## config.mk

```make
export PLATFORM = sky130hd
export DESIGN_NAME = orac_cmd_unit
export DESIGN_NICKNAME = d
export VERILOG_FILES = /design/src/hdl/orac_pkg.sv /design/src/hdl/orac_serial_rx.sv /design/src/hdl/orac_cmd_unit.sv
export SDC_FILE = /design/constraint.sdc
export NUM_CORES = 1
export LEC_CHECK = 0
export ABC_AREA = 0
export BUFFER_PORTS_ARGS = -buffer_cell sky130_fd_sc_hd__buf_4
export CAP_MARGIN = 0
export CORE_ASPECT_RATIO = 1.1
export CORE_MARGIN = 4
export CORE_UTILIZATION = 50
export CTS_CLUSTER_SIZE = 40
export DETAILED_ROUTE_END_ITERATION = 10
export HOLD_SLACK_MARGIN = 0.1
export PLACE_DENSITY = 0.75
export SLEW_MARGIN = 30
export SYNTH_ARGS = -nofsm -noshare
export SYNTH_HDL_FRONTEND = slang
export SYNTH_SLANG_ARGS = --single-unit
```

## constraint.sdc

```tcl
create_clock -name core_clk -period 4.9 [get_ports core_clk]
set_input_delay 0.49 -clock core_clk [delete_from_list [all_inputs] [get_ports core_clk]]
set_output_delay 0.49 -clock core_clk [all_outputs]
set_load 0.05 [all_outputs]
```

## src/hdl/orac_pkg.sv

```systemverilog
/*
  Package for the display addressing and command unit: command codes,
  field positions, reset values and shared carrier structs.
  Assumes a single core clock domain and synchronous host pin inputs.
*/
package orac_pkg;

  localparam int COL_W      = 8;
  localparam int LINE_W     = 6;
  localparam int NUM_COLS   = 132;
  localparam int NUM_LINES  = 64;

  localparam logic [7:0] COL_LAST      = 8'h83;
  localparam logic [7:0] COL_RESET     = 8'h00;
  localparam logic [5:0] LINE_RESET    = 6'h00;
  localparam logic [7:0] CONTRAST_RST  = 8'h80;

  // Command code groups, matched on the high bits; contrast and DC-DC mode match the whole byte
  localparam logic [3:0] CMD_COL_LO    = 4'h0;
  localparam logic [3:0] CMD_COL_HI    = 4'h1;
  localparam logic [1:0] CMD_START_LN  = 2'h1;
  localparam logic [6:0] CMD_SEG_REMAP = 7'h50;
  localparam logic [6:0] CMD_COM_SCAN  = 7'h64;
  localparam logic [6:0] CMD_DISP_ONOF = 7'h57;
  localparam logic [7:0] CMD_CONTRAST  = 8'h81;
  localparam logic [7:0] CMD_DCDC_MODE = 8'had;
  localparam logic [6:0] CMD_DCDC_SET  = 7'h45;

  // Host interface selection
  typedef enum logic [1:0]
  {
    ORAC_IF_6800,
    ORAC_IF_8080,
    ORAC_IF_SERIAL
  } orac_if_mode_t;

  // Parallel host pins, all synchronous to core_clk
  typedef struct packed
  {
    logic       cs_n;
    logic       command_data_select;
    logic       read_strobe_n;
    logic       write_strobe_n;
    logic [7:0] data_in;
  } orac_par_pins_t;

  // Serial host pins
  typedef struct packed
  {
    logic cs_n;
    logic command_data_select;
    logic sclk;
    logic sdata;
  } orac_ser_pins_t;

  // One classified host access
  typedef struct packed
  {
    logic       wr;
    logic       rd;
    logic       is_data;
    logic [7:0] byte_val;
  } orac_access_t;

endpackage

```

## src/hdl/orac_serial_rx.sv

```systemverilog
/*
  Serial byte assembler: shifts bits msb first on each rising serial
  clock and presents a byte with its command/data flag.
  Assumes serial pins arrive synchronous to core_clk.
*/
`timescale 1ns/1ps
module orac_serial_rx
(
  input  wire logic                    core_clk,
  input  wire logic                    resetn,
  input  wire orac_pkg::orac_ser_pins_t pins,
  output logic                         byte_valid,
  output logic                         byte_is_data,
  output logic [7:0]                   byte_val
);
  import orac_pkg::*;

  logic [7:0] shift;
  logic [2:0] count;
  logic       sclk_prev;
  logic       rise;

  assign rise = pins.sclk & ~sclk_prev;

  always_ff @(posedge core_clk or negedge resetn)
  begin
    if (!resetn)
      sclk_prev <= 1'b0;
    else
      sclk_prev <= pins.sclk;
  end

  // Deselect also empties the shift register and bit count
  always_ff @(posedge core_clk or negedge resetn)
  begin
    if (!resetn)
    begin
      shift <= 8'h00; // [RULE_10]
      count <= 3'h0;
    end
    else if (pins.cs_n)
    begin
      shift <= 8'h00;
      count <= 3'h0;
    end
    else if (rise)
    begin
      shift <= {shift[6:0], pins.sdata}; // [RULE_17]
      count <= count + 3'h1;
    end
  end

  always_ff @(posedge core_clk or negedge resetn)
  begin
    if (!resetn)
    begin
      byte_valid   <= 1'b0;
      byte_is_data <= 1'b0;
      byte_val     <= 8'h00;
    end
    else
    begin
      byte_valid <= !pins.cs_n && rise && (count == 3'h7);
      if (!pins.cs_n && rise && (count == 3'h7))
      begin
        byte_is_data <= pins.command_data_select;
        byte_val     <= {shift[6:0], pins.sdata};
      end
    end
  end

endmodule

```

## src/hdl/orac_cmd_unit.sv

```systemverilog
/*
  Addressing and command unit of a 132x64 display controller: host
  access classification, command decode, column counter, segment and
  common mapping, start line, display clock select and reset defaults.
  Assumes host pins synchronous to core_clk and an external RAM that
  accepts one access per strobe on ram_we or ram_re.
*/
// Functional notes
// [RULE_01] Column counter steps after each RAM access
// [RULE_02] Host re-sends page and column across pages
// [RULE_03] Segment remap mirrors column order on outputs
// [RULE_04] Start line on first or last common
// [RULE_05] Sixty-four lines shown ascending from start
// [RULE_06] Start line change shifts mapping immediately
// [RULE_07] Clock select: oscillator or external timing input
// [RULE_08] Reset turns display off, drivers released
// [RULE_09] Reset: 132x64, unmirrored, normal common scan
// [RULE_10] Reset empties serial shift register
// [RULE_11] Reset start line is zero
// [RULE_12] Reset column counter is zero
// [RULE_13] Reset contrast 0x80, internal converter chosen
// [RULE_14] Commands complete in one core cycle
// [RULE_15] 8080 mode: low strobes for read, write
// [RULE_16] 6800 mode: rw level, high enable pulse
// [RULE_17] Serial bytes arrive msb first
// [RULE_18] Nibble commands load column low, high
// [RULE_19] Columns 0 to 131, page unchanged
// [RULE_20] Host sends only defined command codes
// [RULE_21] Data flag selects RAM or command
// [RULE_22] Host does one dummy read first
// [RULE_23] Start line command takes low six bits
// [RULE_24] Counter holds at last column
// [RULE_25] Column nibbles update independently
`timescale 1ns/1ps
module orac_cmd_unit
#(
  parameter int NUM_SEG = orac_pkg::NUM_COLS,
  parameter int NUM_COM = orac_pkg::NUM_LINES
)
(
  input  wire logic                     core_clk,
  input  wire logic                     resetn,
  input  wire orac_pkg::orac_if_mode_t  if_mode,
  input  wire orac_pkg::orac_par_pins_t par_pins,
  input  wire orac_pkg::orac_ser_pins_t ser_pins,
  input  wire logic                     osc_source_select,
  input  wire logic                     external_pixel_timing_in,
  input  wire logic                     osc_clk_in,
  input  wire logic [5:0]               scan_row,
  input  wire logic [7:0]               ram_rdata,
  output logic [7:0]                    data_out,
  output logic                          data_oe,
  output logic                          ram_we,
  output logic                          ram_re,
  output logic [7:0]                    ram_col,
  output logic [7:0]                    ram_wdata,
  output logic [5:0]                    ram_line,
  output logic [7:0]                    first_segment_output,
  output logic [7:0]                    last_segment_output,
  output logic [5:0]                    first_common_output,
  output logic [5:0]                    last_common_output,
  output logic                          drivers_oe,
  output logic                          display_on,
  output logic                          seg_reverse,
  output logic                          com_reverse,
  output logic [7:0]                    contrast,
  output logic                          dcdc_on,
  output logic                          osc_enable,
  output logic                          display_clk
);
  import orac_pkg::*;

  // ==========================================================
  // Functions
  // ==========================================================
  // Column shown on a segment position under the remap setting
  function automatic logic [7:0] seg_column(input logic [7:0] pos,
                                            input logic       rev);
    seg_column = rev ? COL_LAST - pos : pos; // [RULE_03]
  endfunction

  // RAM line driven on a common position, start line relative
  function automatic logic [5:0] com_line(input logic [5:0] pos,
                                          input logic [5:0] start,
                                          input logic       rev);
    logic [5:0] p;
    p = rev ? ~pos : pos; // [RULE_04]
    com_line = start + p; // [RULE_05]
  endfunction

  // ==========================================================
  // Host access classification
  // ==========================================================
  logic         rd_prev;
  logic         wr_prev;
  logic         ser_valid;
  logic         ser_is_data;
  logic [7:0]   ser_byte;
  orac_access_t acc;
  logic         contrast_pending;
  logic         dcdc_pending;
  logic [7:0]   col;
  logic [5:0]   start_line;

  orac_serial_rx u_serial_rx
  (
    .core_clk     (core_clk),
    .resetn       (resetn),
    .pins         (ser_pins),
    .byte_valid   (ser_valid),
    .byte_is_data (ser_is_data),
    .byte_val     (ser_byte)
  );

  // Strobe history, held high when idle
  always_ff @(posedge core_clk or negedge resetn)
  begin
    if (!resetn)
    begin
      rd_prev <= 1'b1;
      wr_prev <= 1'b1;
    end
    else
    begin
      rd_prev <= par_pins.read_strobe_n;
      wr_prev <= par_pins.write_strobe_n;
    end
  end

  // Access acts on the strobe's trailing edge, when data is settled
  always_comb
  begin
    acc          = '0;
    acc.byte_val = par_pins.data_in;
    acc.is_data  = par_pins.command_data_select; // [RULE_21]
    case (if_mode)
      ORAC_IF_8080:
      begin
        acc.rd = !par_pins.cs_n && par_pins.read_strobe_n
                 && !rd_prev; // [RULE_15]
        acc.wr = !par_pins.cs_n && par_pins.write_strobe_n
                 && !wr_prev; // [RULE_15]
      end
      ORAC_IF_6800:
      begin
        // read_strobe_n carries enable, write_strobe_n carries rw
        acc.rd = !par_pins.cs_n && !par_pins.read_strobe_n && rd_prev
                 && par_pins.write_strobe_n; // [RULE_16]
        acc.wr = !par_pins.cs_n && !par_pins.read_strobe_n && rd_prev
                 && !par_pins.write_strobe_n; // [RULE_16]
      end
      ORAC_IF_SERIAL:
      begin
        acc.wr       = ser_valid;
        acc.is_data  = ser_is_data;
        acc.byte_val = ser_byte;
      end
      default:
      begin
        acc.wr = 1'b0;
      end
    endcase
  end

  // ==========================================================
  // Command decode and control registers
  // ==========================================================
  logic cmd_wr;
  assign cmd_wr = acc.wr && !acc.is_data; // [RULE_14]

  // Second byte of the contrast command is taken whole; the DC-DC one must match on its high bits and sets dcdc_on from bit 0
  always_ff @(posedge core_clk or negedge resetn)
  begin
    if (!resetn)
    begin
      contrast_pending <= 1'b0;
      dcdc_pending     <= 1'b0;
      contrast         <= CONTRAST_RST; // [RULE_13]
      dcdc_on          <= 1'b1; // [RULE_13]
    end
    else if (cmd_wr)
    begin
      if (contrast_pending)
      begin
        contrast         <= acc.byte_val;
        contrast_pending <= 1'b0;
      end
      else if (dcdc_pending)
      begin
        if (acc.byte_val[7:1] == CMD_DCDC_SET)
          dcdc_on <= acc.byte_val[0];
        dcdc_pending <= 1'b0;
      end
      else
      begin
        contrast_pending <= acc.byte_val == CMD_CONTRAST;
        dcdc_pending     <= acc.byte_val == CMD_DCDC_MODE;
      end
    end
  end

  logic single_cmd;
  assign single_cmd = cmd_wr && !contrast_pending && !dcdc_pending;

  always_ff @(posedge core_clk or negedge resetn)
  begin
    if (!resetn)
    begin
      start_line  <= LINE_RESET; // [RULE_11]
      seg_reverse <= 1'b0; // [RULE_09]
      com_reverse <= 1'b0; // [RULE_09]
      display_on  <= 1'b0; // [RULE_08]
    end
    else if (single_cmd)
    begin
      if (acc.byte_val[7:6] == CMD_START_LN)
        start_line <= acc.byte_val[5:0]; // [RULE_23]
      if (acc.byte_val[7:1] == CMD_SEG_REMAP)
        seg_reverse <= acc.byte_val[0];
      if (acc.byte_val[7:1] == CMD_COM_SCAN)
        com_reverse <= acc.byte_val[0];
      if (acc.byte_val[7:1] == CMD_DISP_ONOF)
        display_on <= acc.byte_val[0];
    end
  end

  // ==========================================================
  // Column address counter
  // ==========================================================
  // Saturation keeps stray accesses off column 0 of the same page
  always_ff @(posedge core_clk or negedge resetn)
  begin
    if (!resetn)
      col <= COL_RESET; // [RULE_12]
    else if (single_cmd && acc.byte_val[7:4] == CMD_COL_LO)
      col <= {col[7:4], acc.byte_val[3:0]}; // [RULE_18] [RULE_25]
    else if (single_cmd && acc.byte_val[7:4] == CMD_COL_HI)
      col <= {acc.byte_val[3:0], col[3:0]}; // [RULE_18] [RULE_25]
    else if ((acc.rd || acc.wr) && acc.is_data)
    begin
      if (col < COL_LAST)
        col <= col + 8'h01; // [RULE_01] [RULE_19]
      else
        col <= COL_LAST; // [RULE_24]
    end
  end

  // ==========================================================
  // RAM port and read-back
  // ==========================================================
  // Read data lags one access, so the host's first read is a dummy
  always_ff @(posedge core_clk or negedge resetn)
  begin
    if (!resetn)
    begin
      ram_we    <= 1'b0;
      ram_re    <= 1'b0;
      ram_col   <= COL_RESET;
      ram_wdata <= 8'h00;
      data_out  <= 8'h00;
    end
    else
    begin
      ram_we <= acc.wr && acc.is_data; // [RULE_21]
      ram_re <= acc.rd && acc.is_data;
      if ((acc.rd || acc.wr) && acc.is_data)
        ram_col <= col;
      if (acc.wr)
        ram_wdata <= acc.byte_val;
      if (acc.rd && acc.is_data)
        data_out <= ram_rdata; // [RULE_22]
      else if (acc.rd)
        data_out <= {1'b0, display_on, 6'h00};
    end
  end

  // Parallel bus driven only during a read strobe
  always_ff @(posedge core_clk or negedge resetn)
  begin
    if (!resetn)
      data_oe <= 1'b0;
    else
      data_oe <= (if_mode != ORAC_IF_SERIAL) && !par_pins.cs_n
                 && ((if_mode == ORAC_IF_8080)
                     ? !par_pins.read_strobe_n
                     : (par_pins.read_strobe_n
                        && par_pins.write_strobe_n));
  end

  // ==========================================================
  // Scan mapping
  // ==========================================================
  // Mapping is registered from start_line, so a new value reaches ram_line one core cycle later
  always_ff @(posedge core_clk or negedge resetn)
  begin
    if (!resetn)
    begin
      ram_line             <= LINE_RESET;
      first_segment_output <= COL_RESET;
      last_segment_output  <= COL_LAST;
      first_common_output  <= LINE_RESET;
      last_common_output   <= ~LINE_RESET;
      drivers_oe           <= 1'b0;
    end
    else
    begin
      ram_line <= com_line(scan_row, start_line, com_reverse); // [RULE_06]
      first_segment_output <= seg_column(COL_RESET, seg_reverse);
      last_segment_output  <= seg_column(COL_LAST, seg_reverse); // [RULE_03]
      first_common_output  <= com_line(LINE_RESET, start_line,
                                       com_reverse); // [RULE_04]
      last_common_output   <= com_line(~LINE_RESET, start_line,
                                       com_reverse); // [RULE_04]
      drivers_oe           <= display_on; // [RULE_08]
    end
  end

  // ==========================================================
  // Display clock source
  // ==========================================================
  always_ff @(posedge core_clk or negedge resetn)
  begin
    if (!resetn)
    begin
      osc_enable  <= 1'b0;
      display_clk <= 1'b0;
    end
    else
    begin
      osc_enable  <= osc_source_select; // [RULE_07]
      display_clk <= osc_source_select ? osc_clk_in
                                       : external_pixel_timing_in; // [RULE_07]
    end
  end

endmodule

```

Word-level counts from Yosys, hierarchy flattened --
Index checks and enable logic that the tools add are counted. W data, S select, Z words.
Word-level totals: register bits after elaboration 115, output and inout bits 76
Cells by class: $add $sub $neg 5, $lt $le $gt $ge 1, eq/ne operators 13, multiplexer cells 23, bitwise gates (word level) 5, reductions and logical operators 46
Operators by type and width (number):
- $mux W8 | 7
- $eq A7 B7 Y1 const B | 4
- $logic_and A1 B1 Y1 | 21
- $add A6 B6 Y6 | 3
- $mux W6 | 3
- $eq A8 B8 Y1 const B | 2
- $reduce_and A2 Y1 | 8
- $mux W7 | 2
- $logic_not A1 Y1 | 9
- $mux W9 | 1
- $add A8 B1 Y8 const B | 1
- $lt A8 B8 Y1 const B | 1
- $reduce_bool A2 Y1 | 4
- $mux W3 | 2
- $not A6 Y6 | 1
- $mux W1 | 5
- $eq A2 B1 Y1 const B | 2
- $eq A4 B1 Y1 const B | 1
- $logic_not A4 Y1 | 1
- $mux W4 | 1
- $ne A2 B2 Y1 const B | 2
- $reduce_and A4 Y1 | 1
- $add A3 B1 Y3 const B | 1
- $eq A3 B3 Y1 const B | 1
- other kinds (7) | 9

Logic depth before layout (Yosys ltp) --
depth in word-level cells 11, depth in mapped cells 9

Hierarchy --
A second synthesis with hierarchy kept.
Unflattened totals: cells, all modules 446, area, all modules 4885.9 µm²
By module, submodules not included:
- orac_cmd_unit | instances 1, cells each 378, area each 4042.6 µm²
- orac_serial_rx | instances 1, cells each 68, area each 843.3 µm²

Worst setup path before layout --
Ideal clock, no wire load.
path kind reg-to-reg, from reg com_reverse, to reg last_common_output[4], arrival 2.397 ns, required time 4.825 ns, slack 2.428 ns, cell stages (with the launch flop) 8, path buffers 1, cell sequence dfrtp_1 -> clkbuf_1 -> inv_1 -> ha_1 -> fa_1 -> a21o_1 -> a21oi_1 -> xnor2_1
Between the ends: word-level cells in the longest chain between the ends 2
Ends and longest elaborated chain:
- start, declared | line orac_cmd_unit.sv:65 | output logic com_reverse,
- start signal, assigned | line orac_cmd_unit.sv:221 | com_reverse <= acc.byte_val[0];
- $mux W6 | line orac_cmd_unit.sv:87 | p = rev ? ~pos : pos;
- $add A6 B6 Y6 | line orac_cmd_unit.sv:88 | com_line = start + p;
- end signal, assigned | line orac_cmd_unit.sv:302 | last_common_output <= ~LINE_RESET;
- end signal, assigned | line orac_cmd_unit.sv:312 | last_common_output <= com_line(~LINE_RESET, start_line,
- end, declared | line orac_cmd_unit.sv:61 | output logic [5:0] last_common_output,
Every way passes these cells. A chain may end at the register's enable or synchronous reset.

Worst setup path in the final report --
from reg rd_prev, to reg col[0]
Between the ends: word-level cells in the longest chain between the ends 9, elaborated cells between the ends (all ways) 18, classes of those cells eq/ne (1); mux (3); reduce/logical (14)
Ends and longest elaborated chain:
- start, declared | line orac_cmd_unit.sv:94 | logic rd_prev;
- start signal, assigned | line orac_cmd_unit.sv:125 | rd_prev <= par_pins.read_strobe_n;
- $logic_and A1 B1 Y1 | line orac_cmd_unit.sv:147, orac_cmd_unit.sv:149
- $logic_and A1 B1 Y1 | line orac_cmd_unit.sv:150 | && !par_pins.write_strobe_n;
- $pmux W1 S3 | line orac_cmd_unit.sv:136 | case (if_mode)
- $logic_and A1 B1 Y1 | line orac_cmd_unit.sv:169 | assign cmd_wr = acc.wr && !acc.is_data;
- $logic_and A1 B1 Y1 (2 in a row) | line orac_cmd_unit.sv:203 | assign single_cmd = cmd_wr && !contrast_pending && !dcdc_pending;
- $logic_and A1 B1 Y1, on equally long branches | line orac_cmd_unit.sv:235, orac_cmd_unit.sv:237
- $ne A2 B2 Y1 (no line) or $reduce_bool A2 Y1 (tied branches)
- $reduce_and A2 Y1 (no line)
- end signal, assigned | line orac_cmd_unit.sv:236 | col <= {col[7:4], acc.byte_val[3:0]};
- end signal, assigned | line orac_cmd_unit.sv:238 | col <= {acc.byte_val[3:0], col[3:0]};
- end signal, assigned | line orac_cmd_unit.sv:242 | col <= col + 8'h01;
- end, declared | line orac_cmd_unit.sv:102 | logic [7:0] col;
Parallel ways exist; a longest one is shown, timed or not.

==> flow_summary_export.csv <==
group,metric,value,unit
run_status,status,"finished clean",
global_route,grt_overflow,0,
timing,period_needed,2480,ps
clocking,cts_resized,0,
global_route,antenna_found_initial,0,
drt,drt-initial-drc-count,161,
worst_hold_path,min_path_type,"input port to asynchronous set/reset pin",
pwr,vdd_drop_max,0.327,mV
pwr,p_leak,2.84,nW
global_route,grt_pass1_vias,3443,
timing,hold_ws,119,ps
drt,antenna_left,0,
pwr,p_seq_frac,0.442,
drt,route.detailed.wl_per_inst,15.3,um
clocking,hold_buffers,0,
timing,setup_tns,0,ps
clocking,cts_setup_buffers,0,
floorplanning,die-area,11400,um^2
timing,clock_skew,10.1,ps
logic_synthesis,synth_area_per_cell,10.9,um^2
timing,rsz0062_at_grt,"false",
setup_path,cp_max_fo,18,
setup_path,cp_common_cell,"o21ai_0",
logic_synthesis,yosys.area.top_type_share,0.462,
clocking,cts_buffers,9,
finish,final_nets,602,
finish,area_growth,19.2,%
floorplanning,core,9440,um^2
timing,fmax,0.403,GHz
clocking,cts_tree,"yes",
place,hpwl,7720,um
setup_path,slowest_delay,690,ps
logic_synthesis,ys_dominant_reg_cell,"dfrtp_1",
floorplanning,die_h,112,um
logic_synthesis,seq_area_frac_synth,0.521,
logic_synthesis,syn_area,4880,um^2
floorplanning,dieWidth,102,um
global_route,grt_pass1_wl,17000,um
setup_path,rr_worst_depth,6,
floorplanning,rows,37,
timing,hold_viol,0,
clocking,ctsHtreeMaxLevel,3,
setup_path,path_cells,"nor3b_1 -> o21ai_0 -> a21oi_2 -> nor2b_1 -> a211o_2 -> o21ai_0",
pwr,pwr-share-comb,0.350,
logic_synthesis,ys_types,58,
pwr,powerDensity,404,nW/um^2
drt,routed_wl,10200,um
job,drv_cap,0,
logic_synthesis,syn-instance-count,449,
pwr,clkPwrFrac,0.208,
clocking,clock-root-buffer,"clkbuf_8",
timing,fin_crit_sh,0.506,
setup_path,critical_path_class,"register to register",
drt,drc,0,
timing,worstMarginPinSlew,855,ps
clocking,clkSlewWorstSetupHoldPaths,100,ps
drt,drt_pass1_iterations,4,
timing,setup_viol,0,
drt,vias_per_cell,5.23,
floorplanning,initial_core_util,0.517,
clocking,clockBufferDepth,2,
setup_path,endpoint_kind,"register",
logic_synthesis,synth_area_leaders,"dfrtp_1 46%, dfstp_2 5.9%, mux2_2 5.3%",
timing,slew_headroom,0.430,
clocking,clkLatencyLatePin,360,ps
floorplanning,pin_count,113,
place,port_buffers,102,
global_route,grt_usage,0.187,
clocking,cts_sinks,101,
logic_synthesis,synth-edff-count,0,
pwr,switching_share,0.397,
setup_path,cp.depth,6,
timing,slew_violations,0,
setup_path,slowest_stage,"a21oi_2",
global_route,grt_max_degree,55,
setup_path,critPathLaunchType,"register",
logic_synthesis,synth_seq_cells,101,
finish,final_layout_size_suffix_gt1_frac,0.310,
setup_path,required,5130,ps
finish,antenna_cells,0,
pwr,p_sw,935,uW
setup_path,cp_num_buf_inv,0,
drt,vias,3481,
logic_synthesis,synth_top_cell_by_area,"dfrtp_1",
pwr,intPower,1.42,mW
setup_path,worst_ep_arrival_time,2710,ps
logic_synthesis,async_flop_share,1.00,
place,gp_congestion,0.896,
setup_path,critPathTopFamily,"compound AO/OA/AOI/OAI gates",
logic_synthesis,synth.yosys.warnings,0,
cell type report:
type	count	area, um^2
clock buffers	9	124
clock inverters	7	56.3
fillers	818	3630
inverters	13	48.8
multi-input cells	315	2120
flip-flops and latches	101	2540
well taps	117	146
repair buffers	104	781
path summary, 6_finish.rpt:
kind                                      endpoint         startpoint  slack, ps
setup / recovery                            col[0]            rd_prev       2420
hold / removal                         data_out[5]             resetn        120
setup reg to reg                            col[0]            rd_prev       2420
hold reg to reg            first_segment_output[1]        seg_reverse        430
max in group asynchronous             ram_wdata[3]             resetn       3690
min in group core_clk                   osc_enable  osc_source_select        240
power by group through the flow:
stage               sequential (mW)  clock, mW  combinational [mW]
finish                         1.04      0.489               0.822
global route                   1.06      0.548               0.882
CTS                            1.04      0.509               0.830
detailed placement             1.06          0               0.830
global placement               1.05          0               0.815
floorplan                      1.38          0               0.251
cells in the mapped netlist (3+ instances only):
master	count
clkbuf_1	7
dfrtp_1	90
a21o_1	4
xnor2_1	9
nor3b_1	3
buf_4	15
ha_1	18
buf_6	3
nor2_1	34
nand2_1	62
a31oi_1	4
nand3_1	10
o21ai_0	23
and2b_2	3
nor3_1	6
fa_1	3
xor2_1	11
o21bai_1	5
inv_1	13
dfstp_2	11
mux2_2	23
a21oi_1	39
nor2b_1	3
mux2i_1	9
cells in the final DEF (no fill, tap or decap), types with 2 or more instances in the layout:
| cell type | synthesis | final |
|---|---|---|
| and3_1 | 2 | 2 |
| dfstp_2 | 11 | 11 |
| a221o_1 | 2 | 2 |
| a31oi_1 | 4 | 4 |
| mux2_2 | 23 | 23 |
| inv_6 | 0 | 4 |
| a21oi_2 | 2 | 2 |
| inv_1 | 13 | 13 |
| nor2b_1 | 3 | 3 |
| dfrtp_1 | 90 | 90 |
| a21oi_1 | 39 | 39 |
| o21ai_0 | 23 | 23 |
| a221oi_1 | 2 | 2 |
| nor3b_1 | 3 | 3 |
| conb_1 | 1 | 10 |
| and3b_2 | 2 | 2 |
| ha_1 | 18 | 18 |
| nand3_1 | 10 | 10 |
| xor2_1 | 11 | 11 |
| nand3b_1 | 2 | 2 |
| clkbuf_8 | 2 | 9 |
| buf_4 | 15 | 104 |
| a21o_1 | 4 | 4 |
| fa_1 | 3 | 3 |
| nor3_1 | 6 | 6 |
| mux2i_1 | 9 | 8 |
| nor2_1 | 34 | 34 |
| and2b_2 | 3 | 3 |
| xnor2_1 | 9 | 9 |
| nand2_1 | 62 | 62 |
| o21bai_1 | 5 | 5 |
state kept, by name, summed over array words and instances, names as in the netlist, 3 cells and up:
name and count:
ram_col 8, first_common_output 6, last_common_output 6, data_out 8
u_serial_rx.shift 7, ram_line 6, ram_wdata 8, start_line 6
u_serial_rx.byte_val 8, u_serial_rx.count 3, contrast 8, col 8
cells by family (layout without fill, tap and decap cells):
group	count (synthesis)	after routing	share of synthesized area
buffers and inverters	42	133	0.0528
DFF	101	101	0.521
xor gates and xnor gates	20	20	0.0359
AOI/OAI and AO/OA	93	93	0.123
other	1	10	0.000768
and+or+nand+nor	139	139	0.136
adders and majority gates	21	21	0.0585
muxes	32	32	0.0715
through the flow:
step / setup WS (ps) / util / cells / area [um^2] / power (mW)
2_1_floorplan: 2430 / - / 458 / 4910 / 1.63
3_5_place_dp: 2220 / 0.596 / 650 / 5630 / 1.89
6_report: 2420 / 0.616 / 666 / 5820 / 2.35
4_1_cts: 2420 / 0.615 / 666 / 5810 / 2.38
5_1_grt: 2240 / 0.616 / 666 / 5820 / 2.49
3_3_place_gp: 2270 / 0.596 / 650 / 5630 / 1.87
worst register-to-register path, delay by kind of cell (launching register included):
family	cells	cell delay (ps)
DFF	1	530
and+or+nand+nor	2	720
AOI/OAI and AO/OA	4	1100
per-layer routing:
metal / track usage / part of all wire / up-vias
li1: - / - / 1706
met1: 0.250 / 0.43 / 1667
met2: 0.313 / 0.51 / 96
met3: 0.0288 / 0.052 / 12
met4: 0.0577 / 0.014 / 0
met5: 0 / 0 / -
(Power assumes the default switching activity.)
